### src/design/asf_pkg.sv
`default_nettype none
package asf_pkg;

  localparam int unsigned ADDR_W = 12;
  localparam int unsigned DATA_W = 32;

  // Register indices; byte address is four times the index
  localparam logic [7:0] PSW_IDX  = 8'hD0;
  localparam logic [7:0] POWER_CONTROL_IDX = 8'h87;
  localparam logic [ADDR_W-1:0] PSW_ADDR  = {2'h0, PSW_IDX, 2'h0};
  localparam logic [ADDR_W-1:0] POWER_CONTROL_ADDR = {2'h0, POWER_CONTROL_IDX, 2'h0};

  // Program status word bit positions
  localparam int unsigned PSW_CY  = 7;
  localparam int unsigned PSW_AC  = 6;
  localparam int unsigned PSW_F0  = 5;
  localparam int unsigned PSW_RS1 = 4;
  localparam int unsigned PSW_RS0 = 3;
  localparam int unsigned PSW_OV  = 2;
  localparam int unsigned PSW_F1  = 1;
  localparam int unsigned PSW_P   = 0;

  // Power control bit positions
  localparam int unsigned POWER_CONTROL_SMOD = 7;
  localparam int unsigned POWER_CONTROL_POF  = 4;
  localparam int unsigned POWER_CONTROL_GF1  = 3;
  localparam int unsigned POWER_CONTROL_GF0  = 2;
  localparam int unsigned POWER_CONTROL_PD   = 1;
  localparam int unsigned POWER_CONTROL_IDL  = 0;

  localparam logic [7:0] PSW_RST  = 8'h00;
  localparam logic [7:0] POWER_CONTROL_RST = 8'h00;

  localparam logic [3:0] BCD_MAX_DIGIT = 4'h9;
  localparam logic [8:0] DA_LOW_ADJ    = 9'h006;

  typedef enum logic [4:0] {
    OP_NONE,
    OP_ADD,
    OP_ADD_WITH_CARRY,
    OP_SUBTRACT_WITH_BORROW,
    OP_UNSIGNED_MULTIPLY,
    OP_DIVIDE,
    OP_DECIMAL_ADJUST,
    OP_ROTATE_RIGHT_THROUGH_CARRY,
    OP_ROTATE_LEFT_THROUGH_CARRY,
    OP_COMPARE_JUMP_NOT_EQUAL,
    OP_SET_CARRY,
    OP_CLEAR_CARRY,
    OP_COMPLEMENT_CARRY,
    OP_AND_CARRY_BIT,
    OP_AND_CARRY_NOT_BIT,
    OP_OR_CARRY_BIT,
    OP_OR_CARRY_NOT_BIT,
    OP_MOVE_BIT_TO_CARRY
  } asf_op_t;

endpackage
`default_nettype wire

### src/design/asf_flag_if.sv
`default_nettype none
interface asf_flag_if;
  import asf_pkg::*;

  asf_op_t    op;
  logic [7:0] opa;
  logic [7:0] opb;
  logic       bit_val;
  logic       cy_in;
  logic       ac_in;
  logic       upd_cy;
  logic       upd_ac;
  logic       upd_ov;
  logic       cy_new;
  logic       ac_new;
  logic       ov_new;

  modport core (output op, opa, opb, bit_val, cy_in, ac_in,
                input  upd_cy, upd_ac, upd_ov, cy_new, ac_new, ov_new);
  modport calc (input  op, opa, opb, bit_val, cy_in, ac_in,
                output upd_cy, upd_ac, upd_ov, cy_new, ac_new, ov_new);
endinterface
`default_nettype wire

### src/design/asf_flag_calc.sv
`default_nettype none
module asf_flag_calc
  import asf_pkg::*;
(
  asf_flag_if.calc fi
);

  logic [8:0]  sum9;
  logic [4:0]  sum_lo;
  logic [7:0]  sum_b6;
  logic [8:0]  dif9;
  logic [4:0]  dif_lo;
  logic [7:0]  dif_b6;
  logic [15:0] prod;
  logic [8:0]  da_lo;
  logic        cin;

  always_comb begin
    cin    = (fi.op == OP_ADD_WITH_CARRY) ? fi.cy_in : 1'b0;
    sum9   = {1'b0, fi.opa} + {1'b0, fi.opb} + {8'h00, cin};
    sum_lo = {1'b0, fi.opa[3:0]} + {1'b0, fi.opb[3:0]} + {4'h0, cin};
    sum_b6 = {1'b0, fi.opa[6:0]} + {1'b0, fi.opb[6:0]} + {7'h00, cin};
    dif9   = {1'b0, fi.opa} - {1'b0, fi.opb} - {8'h00, fi.cy_in};
    dif_lo = {1'b0, fi.opa[3:0]} - {1'b0, fi.opb[3:0]}
             - {4'h0, fi.cy_in};
    dif_b6 = {1'b0, fi.opa[6:0]} - {1'b0, fi.opb[6:0]}
             - {7'h00, fi.cy_in};
    prod   = fi.opa * fi.opb;
    // Low digit is corrected first; high digit correction overflows
    // exactly when that digit exceeds nine after it
    da_lo  = {1'b0, fi.opa} +
             (((fi.opa[3:0] > BCD_MAX_DIGIT) || fi.ac_in) ?
              DA_LOW_ADJ : 9'h000);
  end

  always_comb begin
    fi.upd_cy = 1'b0;
    fi.upd_ac = 1'b0;
    fi.upd_ov = 1'b0;
    fi.cy_new = fi.cy_in;
    fi.ac_new = fi.ac_in;
    fi.ov_new = 1'b0;
    case (fi.op)
      OP_ADD, OP_ADD_WITH_CARRY: begin
        fi.upd_cy = 1'b1;                                      // [RULE7]
        fi.upd_ac = 1'b1;
        fi.upd_ov = 1'b1;
        fi.cy_new = sum9[8];                                   // [RULE10]
        fi.ac_new = sum_lo[4];                                 // [RULE11]
        fi.ov_new = sum_b6[7] ^ sum9[8];                       // [RULE1]
      end
      OP_SUBTRACT_WITH_BORROW: begin
        fi.upd_cy = 1'b1;                                      // [RULE7]
        fi.upd_ac = 1'b1;
        fi.upd_ov = 1'b1;
        fi.cy_new = dif9[8];                                   // [RULE10]
        fi.ac_new = dif_lo[4];                                 // [RULE11]
        fi.ov_new = dif_b6[7] ^ dif9[8];                       // [RULE2]
      end
      OP_UNSIGNED_MULTIPLY: begin
        fi.upd_cy = 1'b1;
        fi.upd_ov = 1'b1;
        fi.cy_new = 1'b0;                                      // [RULE7]
        fi.ov_new = |prod[15:8];                               // [RULE3]
      end
      OP_DIVIDE: begin
        fi.upd_cy = 1'b1;
        fi.upd_ov = 1'b1;
        fi.cy_new = 1'b0;                                      // [RULE7]
        fi.ov_new = (fi.opb == 8'h00);                         // [RULE4]
      end
      OP_DECIMAL_ADJUST: begin
        fi.upd_cy = 1'b1;                                      // [RULE8]
        fi.cy_new = fi.cy_in | da_lo[8] |
                    (da_lo[7:4] > BCD_MAX_DIGIT);
      end
      OP_ROTATE_RIGHT_THROUGH_CARRY: begin
        fi.upd_cy = 1'b1;
        fi.cy_new = fi.opa[0];                                 // [RULE8]
      end
      OP_ROTATE_LEFT_THROUGH_CARRY: begin
        fi.upd_cy = 1'b1;
        fi.cy_new = fi.opa[7];                                 // [RULE8]
      end
      OP_COMPARE_JUMP_NOT_EQUAL: begin
        fi.upd_cy = 1'b1;
        fi.cy_new = (fi.opa < fi.opb);                         // [RULE10]
      end
      OP_SET_CARRY: begin
        fi.upd_cy = 1'b1;
        fi.cy_new = 1'b1;                                      // [RULE7]
      end
      OP_CLEAR_CARRY: begin
        fi.upd_cy = 1'b1;
        fi.cy_new = 1'b0;                                      // [RULE7]
      end
      OP_COMPLEMENT_CARRY: begin
        fi.upd_cy = 1'b1;
        fi.cy_new = ~fi.cy_in;                                 // [RULE8]
      end
      OP_AND_CARRY_BIT: begin
        fi.upd_cy = 1'b1;
        fi.cy_new = fi.cy_in & fi.bit_val;
      end
      OP_AND_CARRY_NOT_BIT: begin
        fi.upd_cy = 1'b1;
        fi.cy_new = fi.cy_in & ~fi.bit_val;
      end
      OP_OR_CARRY_BIT: begin
        fi.upd_cy = 1'b1;
        fi.cy_new = fi.cy_in | fi.bit_val;
      end
      OP_OR_CARRY_NOT_BIT: begin
        fi.upd_cy = 1'b1;
        fi.cy_new = fi.cy_in | ~fi.bit_val;
      end
      OP_MOVE_BIT_TO_CARRY: begin
        fi.upd_cy = 1'b1;
        fi.cy_new = fi.bit_val;
      end
      default: begin
        fi.upd_cy = 1'b0;
      end
    endcase
  end

endmodule
`default_nettype wire

### src/design/asf_status_flags.sv
`default_nettype none
// Contract
// RULE1: Add and add-with-carry set overflow when exactly one of carries 6, 7.
// RULE2: Subtract-with-borrow sets overflow on borrow into exactly one of 6, 7.
// RULE3: Multiply sets overflow when the product exceeds 255, else clears.
// RULE4: Divide clears overflow, but sets it when the divisor was zero.
// RULE5: Parity is one for an odd count of accumulator ones.
// RULE6: User flag one is software read/write only; instructions never touch it.
// RULE7: Each instruction class updates or forces exactly its listed flags.
// RULE8: Unforced modified flags come from the result; unlisted flags hold.
// RULE9: Power control bits 3 and 2 are free software flags only.
// RULE10: Carry marks carry or borrow at the top bit; compare sets on less.
// RULE11: Auxiliary carry marks carry or borrow at the low nibble boundary.
// RULE12: Software writes load writable bits; parity keeps following accumulator.
module asf_status_flags
  import asf_pkg::*;
(
  input  wire logic              pclk,
  input  wire logic              presetn,
  input  wire logic [ADDR_W-1:0] paddr,
  input  wire logic              psel,
  input  wire logic              penable,
  input  wire logic              pwrite,
  input  wire logic [DATA_W-1:0] pwdata,
  output var  logic              pready,
  output var  logic [DATA_W-1:0] prdata,
  output var  logic              pslverr,
  input  wire logic              op_valid,
  input  wire asf_op_t           op_code,
  input  wire logic [7:0]        op_a,
  input  wire logic [7:0]        op_b,
  input  wire logic              op_bit,
  input  wire logic [7:0]        acc,
  output var  logic              carry_flag,
  output var  logic              aux_carry_flag,
  output var  logic              overflow_flag,
  output var  logic              parity_flag,
  output var  logic              user_flag_zero,
  output var  logic              user_flag_one,
  output var  logic [1:0]        bank_select,
  output var  logic              general_flag_one,
  output var  logic              general_flag_zero
);

  logic       pready_q;
  logic       pslverr_q;
  logic [DATA_W-1:0] prdata_q;
  logic       cy_q;
  logic       ac_q;
  logic       ov_q;
  logic       f0_q;
  logic       f1_q;
  logic [1:0] rs_q;
  logic       par_q;
  logic [7:0] power_control_q;

  logic       psw_hit;
  logic       power_control_hit;
  logic       rd_sample;
  logic       commit;
  logic       psw_wr;
  logic       power_control_wr;
  logic [7:0] psw_view;
  logic [7:0] power_control_view;
  logic [7:0] wbyte;

  asf_flag_if fif ();

  asf_flag_calc u_calc (
    .fi (fif.calc)
  );

  // Idle cycles present no instruction so nothing can leak into the flags
  always_comb begin
    fif.op      = op_valid ? op_code : OP_NONE;
    fif.opa     = op_a;
    fif.opb     = op_b;
    fif.bit_val = op_bit;
    fif.cy_in   = cy_q;
    fif.ac_in   = ac_q;
  end

  always_comb begin
    if (paddr == PSW_ADDR) begin
      psw_hit  = 1'b1;
      power_control_hit = 1'b0;
    end else if (paddr == POWER_CONTROL_ADDR) begin
      psw_hit  = 1'b0;
      power_control_hit = 1'b1;
    end else begin
      psw_hit  = 1'b0;
      power_control_hit = 1'b0;
    end
  end

  // One wait state: data is sampled in the first access cycle and the
  // write lands on the edge that also completes the transfer
  assign rd_sample = psel & penable & ~pready_q;
  assign commit    = psel & penable & pready_q;
  assign psw_wr    = commit & pwrite & psw_hit;
  assign power_control_wr   = commit & pwrite & power_control_hit;
  assign wbyte     = pwdata[7:0];

  always_comb begin
    psw_view          = PSW_RST;
    psw_view[PSW_CY]  = cy_q;
    psw_view[PSW_AC]  = ac_q;
    psw_view[PSW_F0]  = f0_q;
    psw_view[PSW_RS1] = rs_q[1];
    psw_view[PSW_RS0] = rs_q[0];
    psw_view[PSW_OV]  = ov_q;
    psw_view[PSW_F1]  = f1_q;
    psw_view[PSW_P]   = par_q;                                 // [RULE12]
  end

  always_comb begin
    power_control_view            = POWER_CONTROL_RST;
    power_control_view[POWER_CONTROL_SMOD] = power_control_q[POWER_CONTROL_SMOD];
    power_control_view[POWER_CONTROL_POF]  = power_control_q[POWER_CONTROL_POF];
    power_control_view[POWER_CONTROL_GF1]  = power_control_q[POWER_CONTROL_GF1];
    power_control_view[POWER_CONTROL_GF0]  = power_control_q[POWER_CONTROL_GF0];
    power_control_view[POWER_CONTROL_PD]   = power_control_q[POWER_CONTROL_PD];
    power_control_view[POWER_CONTROL_IDL]  = power_control_q[POWER_CONTROL_IDL];
  end

  always_ff @(posedge pclk or negedge presetn) begin
    if (!presetn) begin
      pready_q <= 1'b0;
    end else begin
      pready_q <= rd_sample;
    end
  end

  always_ff @(posedge pclk or negedge presetn) begin
    if (!presetn) begin
      pslverr_q <= 1'b0;
    end else begin
      pslverr_q <= rd_sample & ~psw_hit & ~power_control_hit;
    end
  end

  always_ff @(posedge pclk or negedge presetn) begin
    if (!presetn) begin
      prdata_q <= 32'h0000_0000;
    end else if (rd_sample && !pwrite) begin
      if (psw_hit) begin
        prdata_q <= {24'h00_0000, psw_view};
      end else if (power_control_hit) begin
        prdata_q <= {24'h00_0000, power_control_view};
      end else begin
        prdata_q <= 32'h0000_0000;
      end
    end else if (commit) begin
      prdata_q <= 32'h0000_0000;
    end
  end

  // Instruction results win over a software write in the same cycle
  always_ff @(posedge pclk or negedge presetn) begin
    if (!presetn) begin
      cy_q <= PSW_RST[PSW_CY];
    end else if (fif.upd_cy) begin
      cy_q <= fif.cy_new;                                      // [RULE7] [RULE8]
    end else if (psw_wr) begin
      cy_q <= wbyte[PSW_CY];                                   // [RULE12]
    end
  end

  always_ff @(posedge pclk or negedge presetn) begin
    if (!presetn) begin
      ac_q <= PSW_RST[PSW_AC];
    end else if (fif.upd_ac) begin
      ac_q <= fif.ac_new;                                      // [RULE11]
    end else if (psw_wr) begin
      ac_q <= wbyte[PSW_AC];                                   // [RULE12]
    end
  end

  always_ff @(posedge pclk or negedge presetn) begin
    if (!presetn) begin
      ov_q <= PSW_RST[PSW_OV];
    end else if (fif.upd_ov) begin
      ov_q <= fif.ov_new;                                      // [RULE1] [RULE3]
    end else if (psw_wr) begin
      ov_q <= wbyte[PSW_OV];                                   // [RULE12]
    end
  end

  // Software-only status bits; no instruction path reaches them
  always_ff @(posedge pclk or negedge presetn) begin
    if (!presetn) begin
      f0_q <= PSW_RST[PSW_F0];
      f1_q <= PSW_RST[PSW_F1];
      rs_q <= PSW_RST[PSW_RS1:PSW_RS0];
    end else if (psw_wr) begin
      f0_q <= wbyte[PSW_F0];
      f1_q <= wbyte[PSW_F1];                                   // [RULE6]
      rs_q <= wbyte[PSW_RS1:PSW_RS0];
    end
  end

  // Parity trails the accumulator by one clock
  always_ff @(posedge pclk or negedge presetn) begin
    if (!presetn) begin
      par_q <= PSW_RST[PSW_P];
    end else begin
      par_q <= ^acc;                                           // [RULE5]
    end
  end

  always_ff @(posedge pclk or negedge presetn) begin
    if (!presetn) begin
      power_control_q <= POWER_CONTROL_RST;
    end else if (power_control_wr) begin
      power_control_q[POWER_CONTROL_SMOD] <= wbyte[POWER_CONTROL_SMOD];
      power_control_q[POWER_CONTROL_POF]  <= wbyte[POWER_CONTROL_POF];
      power_control_q[POWER_CONTROL_GF1]  <= wbyte[POWER_CONTROL_GF1];                    // [RULE9]
      power_control_q[POWER_CONTROL_GF0]  <= wbyte[POWER_CONTROL_GF0];                    // [RULE9]
      power_control_q[POWER_CONTROL_PD]   <= wbyte[POWER_CONTROL_PD];
      power_control_q[POWER_CONTROL_IDL]  <= wbyte[POWER_CONTROL_IDL];
    end
  end

  assign pready            = pready_q;
  assign pslverr           = pslverr_q;
  assign prdata            = prdata_q;
  assign carry_flag        = cy_q;
  assign aux_carry_flag    = ac_q;
  assign overflow_flag     = ov_q;
  assign parity_flag       = par_q;
  assign user_flag_zero    = f0_q;
  assign user_flag_one     = f1_q;
  assign bank_select       = rs_q;
  assign general_flag_one  = power_control_q[POWER_CONTROL_GF1];
  assign general_flag_zero = power_control_q[POWER_CONTROL_GF0];

endmodule
`default_nettype wire

### config.mk
export PLATFORM = sky130hd
export DESIGN_NAME = asf_status_flags
export DESIGN_NICKNAME = d
export VERILOG_FILES = /design/src/design/asf_pkg.sv /design/src/design/asf_flag_if.sv /design/src/design/asf_flag_calc.sv /design/src/design/asf_status_flags.sv
export SDC_FILE = /design/constraint.sdc
export NUM_CORES = 1
export LEC_CHECK = 0
export BUFFER_PORTS_ARGS = -buffer_cell sky130_fd_sc_hd__buf_4
export CAP_MARGIN = 15
export CORE_MARGIN = 1.5
export CORE_UTILIZATION = 52
export CTS_CLUSTER_DIAMETER = 100
export DETAILED_ROUTE_END_ITERATION = 16
export GPL_TIMING_DRIVEN = 0
export HOLD_SLACK_MARGIN = 0.15
export PLACE_DENSITY = 0.8
export RECOVER_POWER = 25
export SYNTH_ARGS = -nofsm -noshare
export SYNTH_HDL_FRONTEND = slang
export SYNTH_SLANG_ARGS = --single-unit
### constraint.sdc
create_clock -name pclk -period 2.65 [get_ports pclk]
set_input_delay 0.265 -clock pclk [delete_from_list [all_inputs] [get_ports pclk]]
set_output_delay 0.265 -clock pclk [all_outputs]
set_load 0.02 [all_outputs]
==> impl_metrics.py <==
metrics = {
    "pwr": {
        "power_mw": 2.503,
        "p_per_area_nw_per_um2": 466.0,
        "ir_worst_vdd_mv": 0.4922,
        "p_leak_nw": 2.733,
    },
    "placement": {
        "dp_cells": 710,
        "gp_congestion": 0.9086,
        "port_buffers": 74,
        "dpl.hpwl_mm": 8.977,
    },
    "global_routing": {
        "grt_max_degree": 25,
        "grt_pass1_vias": 3985,
        "grt_overflow": 0,
        "grt_pass1_wl_mm": 18.20,
        "grt_usage_pct": 25.93,
        "antenna_found_initial": 0,
    },
    "min_path": {
        "hold_class": "in2reg",
        "hold_start": "pwdata[5]",
        "whs_path_depth": 2,
        "whs_endpoint": "user_flag_zero",
    },
    "synthesis": {
        "synth.distinct_cells": 55,
        "async_reset_ff_share_pct": 100.0,
        "syn_area_um2": 4260,
        "yosysSeqAreaShare_pct": 14.10,
        "yosysWarningCount": 0,
        "ys_ff_latch": 24,
        "syn_inst": 511,
        "ys.flop_type": "dfrtp_1",
        "synth_edf_count": 0,
        "syn_avg_cell_area_um2": 8.337,
    },
    "detailed_routing": {
        "ant_nets": 0,
        "wl_mm": 11.21,
        "vias": 4033,
        "drcViolationCount": 0,
        "first_iter_violations": 200,
        "drtPass1Iterations": 5,
        "wl_per_cell_um": 15.48,
        "routed_via_density": 5.570,
    },
    "clock_network": {
        "clk_pin_slew_ns": 0.09,
        "htreeDepth": 1,
        "cts.sinks": 24,
        "cts_made_buffers": 3,
        "cts_buffer_depth": 2,
        "cts-root-buf": "clkbuf_8",
        "clk_latency_ns": 0.27,
        "cts_tree": "done",
    },
    "sta": {
        "period_minus_slack_ns": 4.287,
        "slew_violations": 0,
        "fin_crit_sh_pct": 161.8,
        "rsz0062_at_grt": "true",
        "worst_slew_pin_slew_ns": 1.270,
        "setup_violations": 1,
        "fmax_ghz": 0.2332,
        "max-slew-margin-rel_pct": 15.35,
        "fin_ws_ns": -1.637,
        "hold_violations": 0,
        "finClkSkew_ns": 0.001737,
    },
    "worst_setup_path": {
        "r2r_end": "overflow_flag",
        "arrival_ns": 4.45,
        "reg2reg_slack_ns": 0.05,
        "crit_type": "in2reg",
        "r2r_cells": 11,
        "endpoint_kind": "flip-flop",
        "worst_ep_required_time_ns": 2.81,
        "cp_max_fo": 7,
        "critPathLaunchType": "input pin",
        "reg2reg_from": "carry_flag",
    },
    "die": {
        "floorplan.initialDensity_pct": 54.29,
        "row_count": 32,
        "die-area_um2": 8745,
        "fp.dieH_um": 93.52,
        "core_region_area_um2": 7848,
        "die_width_um": 93.52,
        "io_pins": 124,
    },
    "final_layout": {
        "layout_common_cells": "buf_4, inv_1, ha_1, nor2_1, nand2_1",
        "syn_to_final_growth_pct": 26.05,
        "fill_cells": 633,
        "nets": 801,
        "final_common_cell": "buf_4",
        "final_cells": 724,
        "num_antenna_cells": 0,
        "drive_gt1_share_pct": 25.56,
    },
    "status": {
        "run_status": "complete, but fails checks",
        "failed_checks": "setup timing",
    },
    "flow_run": {
        "maxCapViolations": 0,
    },
}
-- cell usage after synthesis (6+ instances only) --
library cell  number  area, um2
nand2_1           47      176.4
a21oi_1           17      85.08
ha_1              63      788.3
mux2_2            10      112.6
nor2_1            57      214.0
inv_1             74      277.8
mux2i_1            6      60.06
a22o_1             6      52.55
nand4_1            6      37.54
buf_4             26      195.2
xnor2_1           11      96.34
nand3_1           11      55.05
nor2b_1            8      50.05
o21ai_0           16      80.08
dfrtp_1           24      600.6
a22oi_1            7      52.55
nor3_1             6      30.03
fa_1              35      700.7
a31oi_1            6      37.54
-- stage by stage --
stage / hold WS [ns] / TNS, ns / setup slack [ns] / cell area [um2] / util (%)
detailed placement: 0.1800 / -2.030 / -2.030 / 5130 / 65.37
finish: 0.2245 / -1.637 / -1.637 / 5370 / 68.43
floorplan: -0.03059 / -1.384 / -1.384 / 4447 / -
global route: 0.2295 / -1.731 / -1.731 / 5370 / 68.43
CTS: 0.2265 / -1.607 / -1.607 / 5358 / 68.27
global placement: 0.1757 / -1.960 / -1.960 / 5130 / 65.37
-- how the worst max path moves through the flow --
stage | start | endpoint | slack [ns]
after global placement | op_a[5] | overflow_flag | -1.96
after global routing | op_a[5] | overflow_flag | -1.73
after floorplan | op_a[3] | overflow_flag | -1.38
after detailed placement | op_a[5] | overflow_flag | -2.03
final | op_a[5] | overflow_flag | -1.64
after CTS | op_a[3] | overflow_flag | -1.61
-- layer usage --
layer | part of all wire [%] | GRT usage [%] | routed length, um | up-vias
li1 | - | - | - | 1900
met1 | 39 | 31.83 | 4332 | 1925
met2 | 52 | 46.74 | 5866 | 186
met3 | 6.4 | 2.439 | 715 | 22
met4 | 2.6 | 9.470 | 297 | 0
met5 | 0 | 0 | 0 | -
-- worst max-delay path, cell delays in order --
cell and delay [ns]:
buf_4 0.15, clkinvlp_4 0.13, nor2_1 0.07, fa_1 0.55, inv_1 0.05, fa_1 0.47
inv_1 0.05, fa_1 0.45, fa_1 0.55, ha_4 0.22, a21oi_4 0.19, o21ai_2 0.11
a221o_1 0.40, a221oi_4 0.39, a2111oi_4 0.13, o31a_1 0.26
-- state kept, by name, summed over array words and instances (netlist names) --
| signal | flops |
|---|---|
| aux_carry_flag | 1 |
| bank_select | 2 |
| carry_flag | 1 |
| general_flag_one | 1 |
| general_flag_zero | 1 |
| overflow_flag | 1 |
| parity_flag | 1 |
| power_control_q | 4 |
| prdata | 8 |
| pready | 1 |
| pslverr | 1 |
| user_flag_one | 1 |
| user_flag_zero | 1 |
-- layout make-up --
cell class	instances	area [um2]	share of cell area, %
Multi-Input combinational cell	400	3376	62.86
Timing Repair Buffer	84	625.6	11.65
Sequential cell	24	600.6	11.18
Inverter	74	302.8	5.638
Buffer	36	266.5	4.963
Tap cell	102	127.6	2.377
Clock buffer	3	41.29	0.7689
Clock inverter	1	30.03	0.5592
-- repair_timing --
item	4_1_cts	5_1_grt
hold endpoints to repair	24	0
pin swaps	9	2
endpoints found under the setup margin	1	1
setup buffers	7	2
resized for setup	16	2
hold buffers	1	0
-- power breakdown --
| part | switching, mW | internal, mW |
|---|---|---|
| sequential | 0.0447 | 0.401 |
| combinational | 0.934 | 0.796 |
| clock | 0.125 | 0.202 |
-- logic make-up (layout without fill, tap and decap cells) --
group / Yosys count / count (layout) / synth area share (%)
xor+xnor: 16 / 16 / 3.289
buf+inv: 110 / 198 / 12.13
mux: 16 / 16 / 4.053
fa+ha+maj: 98 / 98 / 34.95
simple gates: 162 / 162 / 17.92
compound gates: 84 / 84 / 13.48
other cells: 1 / 24 / 0.08802
flops: 24 / 24 / 14.10
(Power assumes the default switching activity.)
